`src/rtl/sysref_clock_consts.svh`:
```
/*
  Constants for the reference-clock control bank: register addresses,
  reset values and field positions.
  Assumes a 15-bit register address and 8-bit register data.
*/
`ifndef SYSREF_CLOCK_CONSTS_SVH
`define SYSREF_CLOCK_CONSTS_SVH

`define REF_CLOCK_CONTROL_ADDR 15'h0029
`define CLOCK_INPUT_OPTIONS_ADDR 15'h002A
`define SUPPLY_NOISE_CONTROL_ADDR 15'h002B
`define REF_EDGE_POSITION_ADDR 15'h002C
`define REF_EDGE_POSITION_ADDR1 15'h002D
`define REF_EDGE_POSITION_ADDR2 15'h002E

`define REF_CLOCK_CONTROL_RST 8'h80
`define CLOCK_INPUT_OPTIONS_RST 8'h00
`define SUPPLY_NOISE_CONTROL_RST 8'h10

`define REF_PROCESSOR_ON_BIT 6
`define REF_RECEIVER_ON_BIT 5
`define WINDOW_FINE_STEPS_BIT 4
`define REF_DELAY_CHOICE_MSB 3
`define REF_DELAY_CHOICE_LSB 0
`define MAIN_CLOCK_PECL_MODE_BIT 2
`define REF_INPUT_PECL_MODE_BIT 1
`define REF_POLARITY_FLIP_BIT 0
`define QUANTIZER_SUPPLY_QUIET_BIT 2
`define CLOCK_SUPPLY_QUIET_BIT 0

`define REG_DATA_W 8
`define REG_ADDR_W 15
`define POS_MAX_W 24

`endif

```
`src/rtl/sysref_clock_pkg.sv`:
```
/*
  Types shared by the reference-clock control bank and its event path.
  Assumes the constants header is on the include path.
*/
`include "sysref_clock_consts.svh"

package sysref_clock_pkg;

  // One register access from the serial interface decoder
  typedef struct packed {
    logic write;
    logic read;
    logic [`REG_ADDR_W-1:0] addr;
    logic [`REG_DATA_W-1:0] wdata;
  } reg_req_t;

  // Controls handed to the reference event path
  typedef struct packed {
    logic receiverOn;
    logic processorOn;
    logic polarityFlip;
  } ref_ctrl_t;

endpackage

```
`src/rtl/ref_event_path.sv`:
```
/*
  Reference event path: polarity correction, receiver gating and
  event detection on the alignment reference.
  Assumes refRaw is already synchronous to clock.
*/
`timescale 1ns/1ns
`default_nettype none

module ref_event_path
  import sysref_clock_pkg::*;
(
  input wire logic clock,
  input wire logic rst_n,
  input wire logic refRaw,
  input wire ref_ctrl_t ctrl,
  output logic refEvent
);

  logic levelFf;
  logic eventFf;
  logic nxt_level;
  logic nxt_event;

  always_comb begin
    // Receiver off holds the level low, so an input already high gives an edge on enable
    nxt_level = ctrl.receiverOn ? (refRaw ^ ctrl.polarityFlip) : 1'b0;
    nxt_event = ctrl.processorOn & nxt_level & ~levelFf;
  end

  always_ff @(posedge clock or negedge rst_n) begin
    if (!rst_n) begin
      levelFf <= 1'b0;
      eventFf <= 1'b0;
    end else begin
      levelFf <= nxt_level;
      eventFf <= nxt_event;
    end
  end

  assign refEvent = eventFf;

endmodule

`default_nettype wire

```
`src/rtl/sysref_clock_control_regs.sv`:
```
/*
  Reference-clock control register bank: three 8-bit control registers,
  the read-only edge position status and the reference event path.
  Assumes an upstream serial decoder presents one access per cycle on
  regReq and that softReset is a synchronous one-cycle pulse.
*/
// Behaviour
// - Three registers at 0x29, 0x2A, 0x2B reset to 0x80, 0x00, 0x10.
// - Bit 6 of 0x29 enables reference processing; cleared, events are ignored.
// - Bit 5 of 0x29 enables the reference receiver; cleared, it stays off.
// - Bit 4 of 0x29 selects finer windowing delay steps.
// - Bits 3:0 of 0x29 choose the applied reference delay.
// - Bit 2 of 0x2A sets main clock PECL mode, disabling its self-bias.
// - Bit 1 of 0x2A sets reference PECL mode, removing its self-bias.
// - Bit 0 of 0x2A inverts the reference before alignment logic.
// - Bits 2 and 0 of 0x2B quiet quantizer and clock supplies.
// - Soft reset returns all three registers to reset values.
// - A read-only 24-bit edge position status is readable.
`timescale 1ns/1ns
`default_nettype none
`include "sysref_clock_consts.svh"

module sysref_clock_control_regs
  import sysref_clock_pkg::*;
#(
  parameter int POS_W = 24
) (
  input wire logic clock,
  input wire logic rst_n,
  input wire logic softReset,
  input wire reg_req_t regReq,
  output logic [`REG_DATA_W-1:0] regRdata,
  input wire logic [POS_W-1:0] refEdgePosition,
  input wire logic refRaw,
  output logic refEvent,
  output logic refProcessorOn,
  output logic refReceiverOn,
  output logic windowFineSteps,
  output logic [3:0] refDelayChoice,
  output logic mainClockPeclMode,
  output logic mainClockSelfBiasOn,
  output logic refInputPeclMode,
  output logic refSelfBiasOn,
  output logic refPolarityFlip,
  output logic quantizerSupplyQuiet,
  output logic clockSupplyQuiet
);

  if (POS_W < 1 || POS_W > `POS_MAX_W) begin : gBadPos
    $error("POS_W must lie between 1 and 24");
  end

  ////////////////////////////////////////////////////////////////////////
  // Register storage

  logic [7:0] ctrl0Ff;
  logic [7:0] ctrl1Ff;
  logic [7:0] ctrl2Ff;
  logic [1:0] biasFf;
  logic [7:0] rdataFf;
  logic [`POS_MAX_W-1:0] posFf;
  logic [7:0] nxt_ctrl0;
  logic [7:0] nxt_ctrl1;
  logic [7:0] nxt_ctrl2;
  logic [1:0] nxt_bias;
  logic [7:0] nxt_rdata;
  logic [`POS_MAX_W-1:0] nxt_pos;

  always_comb begin
    nxt_ctrl0 = ctrl0Ff;
    nxt_ctrl1 = ctrl1Ff;
    nxt_ctrl2 = ctrl2Ff;
    // Reserved bits are stored as written; keeping them is the host's job
    if (softReset) begin
      nxt_ctrl0 = `REF_CLOCK_CONTROL_RST;
      nxt_ctrl1 = `CLOCK_INPUT_OPTIONS_RST;
      nxt_ctrl2 = `SUPPLY_NOISE_CONTROL_RST;
    end else if (regReq.write) begin
      unique case (regReq.addr)
        `REF_CLOCK_CONTROL_ADDR: nxt_ctrl0 = regReq.wdata;
        `CLOCK_INPUT_OPTIONS_ADDR: nxt_ctrl1 = regReq.wdata;
        `SUPPLY_NOISE_CONTROL_ADDR: nxt_ctrl2 = regReq.wdata;
        default: ;
      endcase
    end
    // Self-bias follows the PECL bits in the same edge, never a cycle late
    nxt_bias[1] = ~nxt_ctrl1[`MAIN_CLOCK_PECL_MODE_BIT];
    nxt_bias[0] = ~nxt_ctrl1[`REF_INPUT_PECL_MODE_BIT];
    nxt_pos = '0;
    nxt_pos[POS_W-1:0] = refEdgePosition;
  end

  ////////////////////////////////////////////////////////////////////////
  // Read path; reads see the value before a write in the same cycle

  always_comb begin
    nxt_rdata = 8'h00;
    if (regReq.read) begin
      unique case (regReq.addr)
        `REF_CLOCK_CONTROL_ADDR: nxt_rdata = ctrl0Ff;
        `CLOCK_INPUT_OPTIONS_ADDR: nxt_rdata = ctrl1Ff;
        `SUPPLY_NOISE_CONTROL_ADDR: nxt_rdata = ctrl2Ff;
        `REF_EDGE_POSITION_ADDR: nxt_rdata = posFf[7:0];
        `REF_EDGE_POSITION_ADDR1: nxt_rdata = posFf[15:8];
        `REF_EDGE_POSITION_ADDR2: nxt_rdata = posFf[23:16];
        default: nxt_rdata = 8'h00;
      endcase
    end
  end

  always_ff @(posedge clock or negedge rst_n) begin
    if (!rst_n) begin
      ctrl0Ff <= `REF_CLOCK_CONTROL_RST;
      ctrl1Ff <= `CLOCK_INPUT_OPTIONS_RST;
      ctrl2Ff <= `SUPPLY_NOISE_CONTROL_RST;
      biasFf <= 2'h3;
      rdataFf <= 8'h00;
      posFf <= '0;
    end else begin
      ctrl0Ff <= nxt_ctrl0;
      ctrl1Ff <= nxt_ctrl1;
      ctrl2Ff <= nxt_ctrl2;
      biasFf <= nxt_bias;
      rdataFf <= nxt_rdata;
      posFf <= nxt_pos;
    end
  end

  ////////////////////////////////////////////////////////////////////////
  // Field outputs, each a flip-flop bit

  assign regRdata = rdataFf;
  assign refProcessorOn = ctrl0Ff[`REF_PROCESSOR_ON_BIT];
  assign refReceiverOn = ctrl0Ff[`REF_RECEIVER_ON_BIT];
  assign windowFineSteps = ctrl0Ff[`WINDOW_FINE_STEPS_BIT];
  assign refDelayChoice = ctrl0Ff[`REF_DELAY_CHOICE_MSB:`REF_DELAY_CHOICE_LSB];
  assign mainClockPeclMode = ctrl1Ff[`MAIN_CLOCK_PECL_MODE_BIT];
  assign refInputPeclMode = ctrl1Ff[`REF_INPUT_PECL_MODE_BIT];
  assign refPolarityFlip = ctrl1Ff[`REF_POLARITY_FLIP_BIT];
  assign mainClockSelfBiasOn = biasFf[1];
  assign refSelfBiasOn = biasFf[0];
  assign quantizerSupplyQuiet = ctrl2Ff[`QUANTIZER_SUPPLY_QUIET_BIT];
  assign clockSupplyQuiet = ctrl2Ff[`CLOCK_SUPPLY_QUIET_BIT];

  ////////////////////////////////////////////////////////////////////////
  // Reference event path

  ref_ctrl_t refCtrl;

  // Processor enable without the receiver yields nothing; host orders them
  always_comb begin
    refCtrl.receiverOn = refReceiverOn;
    refCtrl.processorOn = refProcessorOn;
    refCtrl.polarityFlip = refPolarityFlip;
  end

  ref_event_path uEventPath (
    .clock(clock),
    .rst_n(rst_n),
    .refRaw(refRaw),
    .ctrl(refCtrl),
    .refEvent(refEvent)
  );

  ////////////////////////////////////////////////////////////////////////
  // Checks

  logic wrCtrl0;
  logic wrCtrl1;
  logic wrCtrl2;
  assign wrCtrl0 = regReq.write && !softReset && regReq.addr == `REF_CLOCK_CONTROL_ADDR;
  assign wrCtrl1 = regReq.write && !softReset && regReq.addr == `CLOCK_INPUT_OPTIONS_ADDR;
  assign wrCtrl2 = regReq.write && !softReset && regReq.addr == `SUPPLY_NOISE_CONTROL_ADDR;
endmodule

`default_nettype wire

```
`config.mk`:
```
export PLATFORM = sky130hd
export DESIGN_NAME = sysref_clock_control_regs
export DESIGN_NICKNAME = d
export VERILOG_FILES = /design/src/rtl/sysref_clock_pkg.sv /design/src/rtl/ref_event_path.sv /design/src/rtl/sysref_clock_control_regs.sv
export VERILOG_INCLUDE_DIRS = /design/src /design/src/rtl
export SDC_FILE = /design/constraint.sdc
export NUM_CORES = 1
export LEC_CHECK = 0
export BUFFER_PORTS_ARGS = -buffer_cell sky130_fd_sc_hd__buf_4
export CELL_PAD_IN_SITES_DETAIL_PLACEMENT = 0
export CELL_PAD_IN_SITES_GLOBAL_PLACEMENT = 1
export CORE_MARGIN = 2
export CORE_UTILIZATION = 30
export DETAILED_ROUTE_END_ITERATION = 6
export PLACE_DENSITY_LB_ADDON = 0.2
export SLEW_MARGIN = 10
export SYNTH_ARGS = -nofsm -noshare
export SYNTH_HDL_FRONTEND = slang
export SYNTH_SLANG_ARGS = --single-unit
```
`constraint.sdc`:
```
create_clock -name clock -period 1.05 [get_ports clock]
set_input_delay 0.1575 -clock clock [delete_from_list [all_inputs] [get_ports clock]]
set_output_delay 0.1575 -clock clock [all_outputs]
set_load 0.03 [all_outputs]
```
==> impl_metrics.csv, run 1 <==
group,metric,value,unit
layout,fillCellCount,703,
floorplan,std_cell_rows,33,
yosys,synth_top_family_by_area,"compound AO/OA/AOI/OAI gates",
sta,setup_viol,45,
route,wl_per_cell,17.8,um
yosys,synth-compound-area-share,18.7,%
global_route,grt.total_usage,18.3,%
sta,hold_slack,0.0898,ns
route,drt_iter0_markers,79,
sta,fin_crit,1.22,ns
yosys,syn_nets,278,
worst_setup_path,start_kind,"input pin",
layout,drive_above_1_share,64.4,%
route,vias_per_cell,5.02,
worst_setup_path,crit_fanout,7,
pwr,ir_drop,580,uV
yosys,synth.distinct_cells,35,
sta,finalHoldViolCount,0,
layout,antenna_cells,0,
worst_setup_path,cp.arrival,1.48,ns
global_route,grt_pass1_vias,2512,
global_route,grt_start_max_net_pins,61,
hold_path,worstHoldStart,"regReq[4]",
layout,register_area,1510,um2
clock_network,max-clock-path-buffers,2,
clock_network,numCtsBuffers,9,
clock_network,clk_latency,0.34,ns
placed_design,io_buffers,75,
placed_design,gp_congestion,0.789,
sta,rsz0062_at_grt,"true",
pwr,power.leakage,1.95,nW
floorplan,core-area,8300,um2
yosys,synth-xor-area-share,0.337,%
route,drt_wl_total,8470,um
worst_setup_path,path_class,"in -> reg",
placed_design,dp_hpwl,5310,um
yosys,synth_fa_ha_area_share,0,%
sta,finClkSkew,0.00589,ns
sta,fin_ws,-0.173,ns
status,violations,"negative setup slack",
global_route,grt_pass1_wl,13400,um
hold_path,hold_path_depth,3,
clock_network,clkSinkCount,60,
sta,slew_headroom,73.0,%
yosys,syn_avg_cell_area,11.6,um2
worst_setup_path,rr_worst_depth,4,
pwr,p_total,5.30,mW
hold_path,hold_class,"in -> reg",
global_route,grt_antenna_before_repair,0,
floorplan,die_y,97.1,um
yosys,synth_seq_cells,60,
clock_network,cts_tree,"yes",
yosys,synth_warnings,0,
floorplan,ios,76,
worst_setup_path,required,1.30,ns
sta,drv_slew,0,
placed_design,place_ws,-0.619,ns
layout,syn2layout_area_growth,82.6,%
pwr,powerDensity,1120,nW/um2
yosys,synth_top_area_cell,"dfrtp_1",
yosys,syn-cell-area,2600,um2
route,post-route-drc-count,0,
route,vias,2391,
status,status,"finished, violations left",
yosys,synth_area_leaders,"dfrtp_1 54%, o21ai_0 4.8%, nand3_1 4.6%, a21oi_1 4.2%, a22oi_1 4.0%",
global_route,grt_overflow,0,
sta,min_period_over_period,116,%
worst_setup_path,cp-startpoint,"regReq[16]",
yosys,synth_top_area_share,53.8,%
layout,fin_util,57.3,%
layout,final_nets,419,
sta,timing.fmax,818,MHz
yosys,synthMuxAreaShare,3.89,%
floorplan,start_util,31.4,%
clock_network,root_buffer,"clkbuf_8",
yosys,synthSimpleGateAreaFrac,15.4,%
clock_network,htree_levels,3,
sta,worst_slew_pin_slew,0.404,ns
worst_setup_path,worst_r2r_startpoint,"ctrl1Ff[6]",
yosys,seq_area_frac_synth,57.9,%
floorplan,die_w,97.1,um
clock_network,path_clk_slew,0.07,ns
route,firstDrtPassIters,4,
floorplan,design.die.area,9440,um2
layout,multi_input_area,1470,um2
route,ant_nets,0,
yosys,synthCells,225,
job,drv_cap,0,
worst_setup_path,endpoint_kind,"flop",
-- cell usage after synthesis --
cell type / count
clkbuf_1: 6
o21ai_0: 25
a21boi_1: 8
inv_1: 1
nor3_1: 3
nand4bb_2: 1
or4b_4: 1
nor2b_1: 2
and2_1: 2
nor4bb_1: 1
xor2_1: 1
buf_4: 6
nand3_1: 24
a21oi_1: 22
nor4b_2: 1
or3_1: 2
buf_2: 5
a22o_1: 8
nor4_4: 2
and4_1: 3
nor3b_2: 1
nor4b_1: 1
or4b_1: 1
nor2_1: 1
nand4_1: 3
dfstp_2: 4
nand2_1: 3
a22oi_1: 14
mux2_2: 9
and3b_1: 1
buf_1: 1
dfrtp_1: 56
a21o_1: 2
nand3b_1: 3
nor3b_1: 1
-- layout by cell type (no fill, tap or decap), types with 2 or more instances in the layout --
master and count:
nand3_2 18, mux2_2 9, dfrtp_1 54, nand2_2 2
buf_16 2, a21oi_2 18, nand3b_1 3, nor3b_4 2
buf_6 36, dfrtp_2 2, nor4_4 2, a22oi_1 11
buf_12 5, nor4b_4 2, buf_4 79, a21o_1 2
o21ai_1 3, o21ai_2 14, and4_4 3, nor3_2 2
o21ai_4 8, dlygate4sd3_1 25, nand3_4 6, a22oi_2 3
clkbuf_8 10, or4b_4 2, a21boi_1 8, a21oi_1 4
a22o_1 8, bufinv_16 2, or3_1 2, clkinvlp_4 2
dfstp_2 4, nand4_1 3
-- flip-flops by register name, indices dropped and copies added, names as in the netlist --
| signal | count |
|---|---|
| ctrl0Ff | 8 |
| biasFf | 2 |
| ctrl2Ff | 8 |
| uEventPath.levelFf | 1 |
| posFf | 24 |
| ctrl1Ff | 8 |
| uEventPath.refEvent | 1 |
| regRdata | 8 |
-- worst max-delay path, cell delays in order --
cell and delay (ns):
buf_8 0.10, or4b_4 0.54, nor4_4 0.29, buf_6 0.18, a22oi_2 0.06, a21boi_1 0.14
-- area by class of cell --
class,count,share of cell area [%]
Inverter,1,0.0790
Timing Repair Buffer,148,29.8
Multi-Input combinational cell,146,30.8
Sequential cell,60,31.7
Clock buffer,11,2.97
Clock inverter,5,1.76
Tap cell,105,2.76
-- final timing paths --
path / to / slack, ns
setup / recovery: regRdata[3] / -0.17
hold / removal: ctrl2Ff[4] / 0.09
setup reg to reg: regRdata[6] / -0.15
hold reg to reg: ctrl2Ff[4] / 0.50
max in group asynchronous: biasFf[0] / 0.40
min in group asynchronous: posFf[7] / 0.34
-- cell families after synthesis --
logic type | after synthesis
flops | 60
xor+xnor | 1
compound gates | 79
simple gates | 57
buf+inv | 19
mux | 9
-- where the power goes --
group / internal [mW] / total [mW] / switching, mW
clock network: 1.41 / 2.34 / 0.931
logic: 0.310 / 0.590 / 0.281
registers: 2.36 / 2.37 / 0.0130
-- timing repair --
action	4_1_cts	5_1_grt
pin swaps	28	28
gates cloned	2	0
endpoints found under the setup margin	51	57
hold endpoints to repair	80	0
buffers inserted	9	6
gates resized for setup	87	54
hold buffers	25	0
-- metal layers --
metal | GRT usage [%] | up-vias | part of all wire [%]
li1 | - | 1126 | -
met1 | 24.3 | 1186 | 43
met2 | 28.5 | 66 | 50
met3 | 5.32 | 13 | 4.9
met4 | 6.28 | 0 | 2.0
met5 | 0 | - | 0
-- through the flow --
step	area, um2	cells	TNS (ns)
after CTS	4470	470	-2.35
final	4750	476	-2.72
after floorplan	2780	225	-7.10
after detailed placement	3620	418	-14.67
after global placement	3620	418	-14.31
after global routing	4750	476	-4.48
Power figures use the tool's default switching activity.
==> run 2: changes to the inputs <==
--- a/config.mk
+++ b/config.mk
@@ -6,11 +6,12 @@
 export SDC_FILE = /design/constraint.sdc
 export NUM_CORES = 1
 export LEC_CHECK = 0
+export ABC_AREA = 1
 export BUFFER_PORTS_ARGS = -buffer_cell sky130_fd_sc_hd__buf_4
 export CELL_PAD_IN_SITES_DETAIL_PLACEMENT = 0
 export CELL_PAD_IN_SITES_GLOBAL_PLACEMENT = 1
 export CORE_MARGIN = 2
-export CORE_UTILIZATION = 30
+export CORE_UTILIZATION = 35
 export DETAILED_ROUTE_END_ITERATION = 6
 export PLACE_DENSITY_LB_ADDON = 0.2
 export SLEW_MARGIN = 10
==> impl_metrics.csv, run 2 <==
group,metric,value,unit
worst_setup_path,crit_fanout,1,
layout,layout_commonest_cell,"buf_4",
sta,timing.fmax,883,MHz
sta,fin_crit,1.13,ns
status,status,"finished, violations left",
worst_setup_path,cpPeakStageDelay,0.53,ns
floorplan,core-area,7330,um2
pwr,ir_drop,688,uV
worst_setup_path,endpoint_kind,"output pin",
clock_network,clk_latency,0.33,ns
yosys,synth_warnings,0,
sta,finClkSkew,0.00621,ns
yosys,syn_nets,339,
status,violations,"negative setup slack",
sta,worst_slew_pin_slew,0.325,ns
worst_setup_path,start_kind,"flop",
worst_setup_path,cp_slowest_cell,"dfstp_2",
route,firstDrtPassIters,4,
sta,hold_slack,0.0446,ns
job,drv_cap,0,
floorplan,design.die.area,8390,um2
pwr,powerDensity,1130,nW/um2
sta,fin_ws,-0.0830,ns
yosys,synth.distinct_cells,24,
clock_network,root_buffer,"clkbuf_8",
layout,syn2layout_area_growth,54.8,%
global_route,grt_pass1_wl,11400,um
yosys,synth_top_area_share,52.2,%
yosys,synth-edff-count,0,
yosys,syn-cell-area,2690,um2
worst_setup_path,cp.arrival,0.98,ns
worst_setup_path,path_class,"reg -> out",
route,vias_per_cell,4.62,
pwr,p_total,4.70,mW
placed_design,gp_congestion,0.790,
placed_design,dp_hpwl,4980,um
sta,slew_headroom,78.3,%
route,post-route-drc-count,0,
yosys,synth_top_area_cell,"dfrtp_1",
yosys,ys.flop_type,"dfrtp_1",
placed_design,place_ws,-0.365,ns
floorplan,ios,76,
floorplan,start_util,36.6,%
yosys,synth_seq_cells,60,
clock_network,htree_levels,3,
yosys,yosys-top-cells-count,"64 x nand2_1, 61 x nand3_1, 56 x dfrtp_1, 20 x inv_1, 15 x nor2_1",
floorplan,die_w,91.6,um
floorplan,std_cell_rows,31,
layout,largest_reg_flops,24,
route,drt_wl_total,7010,um
sta,min_period_over_period,108,%
global_route,grt_pass1_vias,2395,
worst_setup_path,required,0.89,ns
pwr,power.leakage,2.12,nW
worst_setup_path,crit_family,"flip-flops",
layout,drive_above_1_share,40.5,%
sta,rsz0062_at_grt,"true",
layout,antenna_cells,0,
clock_network,path_clk_slew,0.07,ns
layout,final_cell_mix,"87 x buf_4, 62 x nand2_1, 59 x nand3_1, 56 x dfrtp_1, 25 x dlygate4sd3_1",
clock_network,clkSinkCount,60,
hold_path,hold_class,"in -> reg",
sta,drv_slew,0,
global_route,grt_antenna_before_repair,0,
global_route,grt_overflow,0,
route,drt_iter0_markers,119,
yosys,synthArstFlopShare,100,%
global_route,grt_start_max_net_pins,31,
route,wl_per_cell,13.3,um
sta,setup_viol,3,
layout,final_nets,475,
global_route,grt.total_usage,17.5,%
yosys,synth.most_common_cell,"nand2_1",
clock_network,numCtsBuffers,9,
yosys,syn_avg_cell_area,9.39,um2
worst_setup_path,path_cells,"buf_6",
route,vias,2429,
worst_setup_path,critPathBufInv,1,
yosys,seq_area_frac_synth,56.1,%
clock_network,max-clock-path-buffers,2,
yosys,synth_area_leaders,"dfrtp_1 52%, nand3_1 11%, nand2_1 8.9%, dfstp_2 3.9%, inv_1 2.8%",
layout,top_register,"posFf",
floorplan,die_y,91.6,um
yosys,synthCells,286,
sta,finalHoldViolCount,0,
clock_network,cts_tree,"yes",
route,ant_nets,0,
placed_design,io_buffers,75,
run 2: stage by stage:
step                setup TNS (ns)  area (um2)  std cells  utilization, %
finish                      -0.171        4160        526            56.7
CTS                         -0.254        4090        523            55.7
global route                -0.562        4160        526            56.7
floorplan                    -1.51        2750        286               -
global placement             -8.28        3520        469            48.0
detailed placement           -8.56        3520        469            48.0
run 2: where the power goes:
group | leakage, nW | internal, mW | switching, mW
sequential | 0.762 | 2.38 | 0.0321
clock | 0.0872 | 0.911 | 0.846
combinational | 1.27 | 0.281 | 0.249
total | 2.12 | 3.58 | 1.13
run 2: cells by family (layout without fill, tap and decap cells):
group                  count (synthesis)  after routing  share of synthesized area, %
DFF                                   60             60                          56.1
and+or+nand+nor                      166            166                          31.4
AOI/OAI and AO/OA                     25             25                          5.64
buffers and inverters                 35            176                          6.85
run 2: final cells by class:
cell class                 count  area (um2)
tap                           99         124
sequential                    60        1510
clock buffer                  13         149
inverter                      22        90.1
timing repair buffer         138        1220
fill                         687        3170
multi-input combinational    191        1050
clock inverter                 3        15.0
run 2: worst paths after layout:
| kind | start | slack [ns] | cells past startpoint | endpoint |
|---|---|---|---|---|
| worst max-delay path | biasFf[1] | -0.08 | 1 | mainClockSelfBiasOn |
| worst min-delay path | regReq[7] | 0.04 | 3 | ctrl0Ff[7] |
| worst max register to register | ctrl2Ff[2] | 0.07 | 5 | regRdata[2] |
| worst min register to register | uEventPath.levelFf | 0.40 | 1 | uEventPath.refEvent |
| max in group asynchronous | rst_n | 0.37 | 3 | ctrl0Ff[7] |
| min in group asynchronous | rst_n | 0.22 | 2 | ctrl2Ff[2] |
run 2: timing repair:
item / 4_1_cts / 5_1_grt
gates resized for setup: 12 / 16
endpoints found under the setup margin: 24 / 33
hold buffers: 25 / 0
buffers inserted: 13 / 3
hold endpoints to repair: 83 / 0
pin swaps: 1 / 7
run 2: layer usage:
layer | vias to the layer above | global-route usage [%] | share of wire [%]
met1 | 1152 | 21.5 | 43
met5 | - | 0 | 0
met2 | 66 | 29.4 | 51
met4 | 0 | 4.92 | 1.1
li1 | 1202 | - | -
met3 | 9 | 5.83 | 5.3
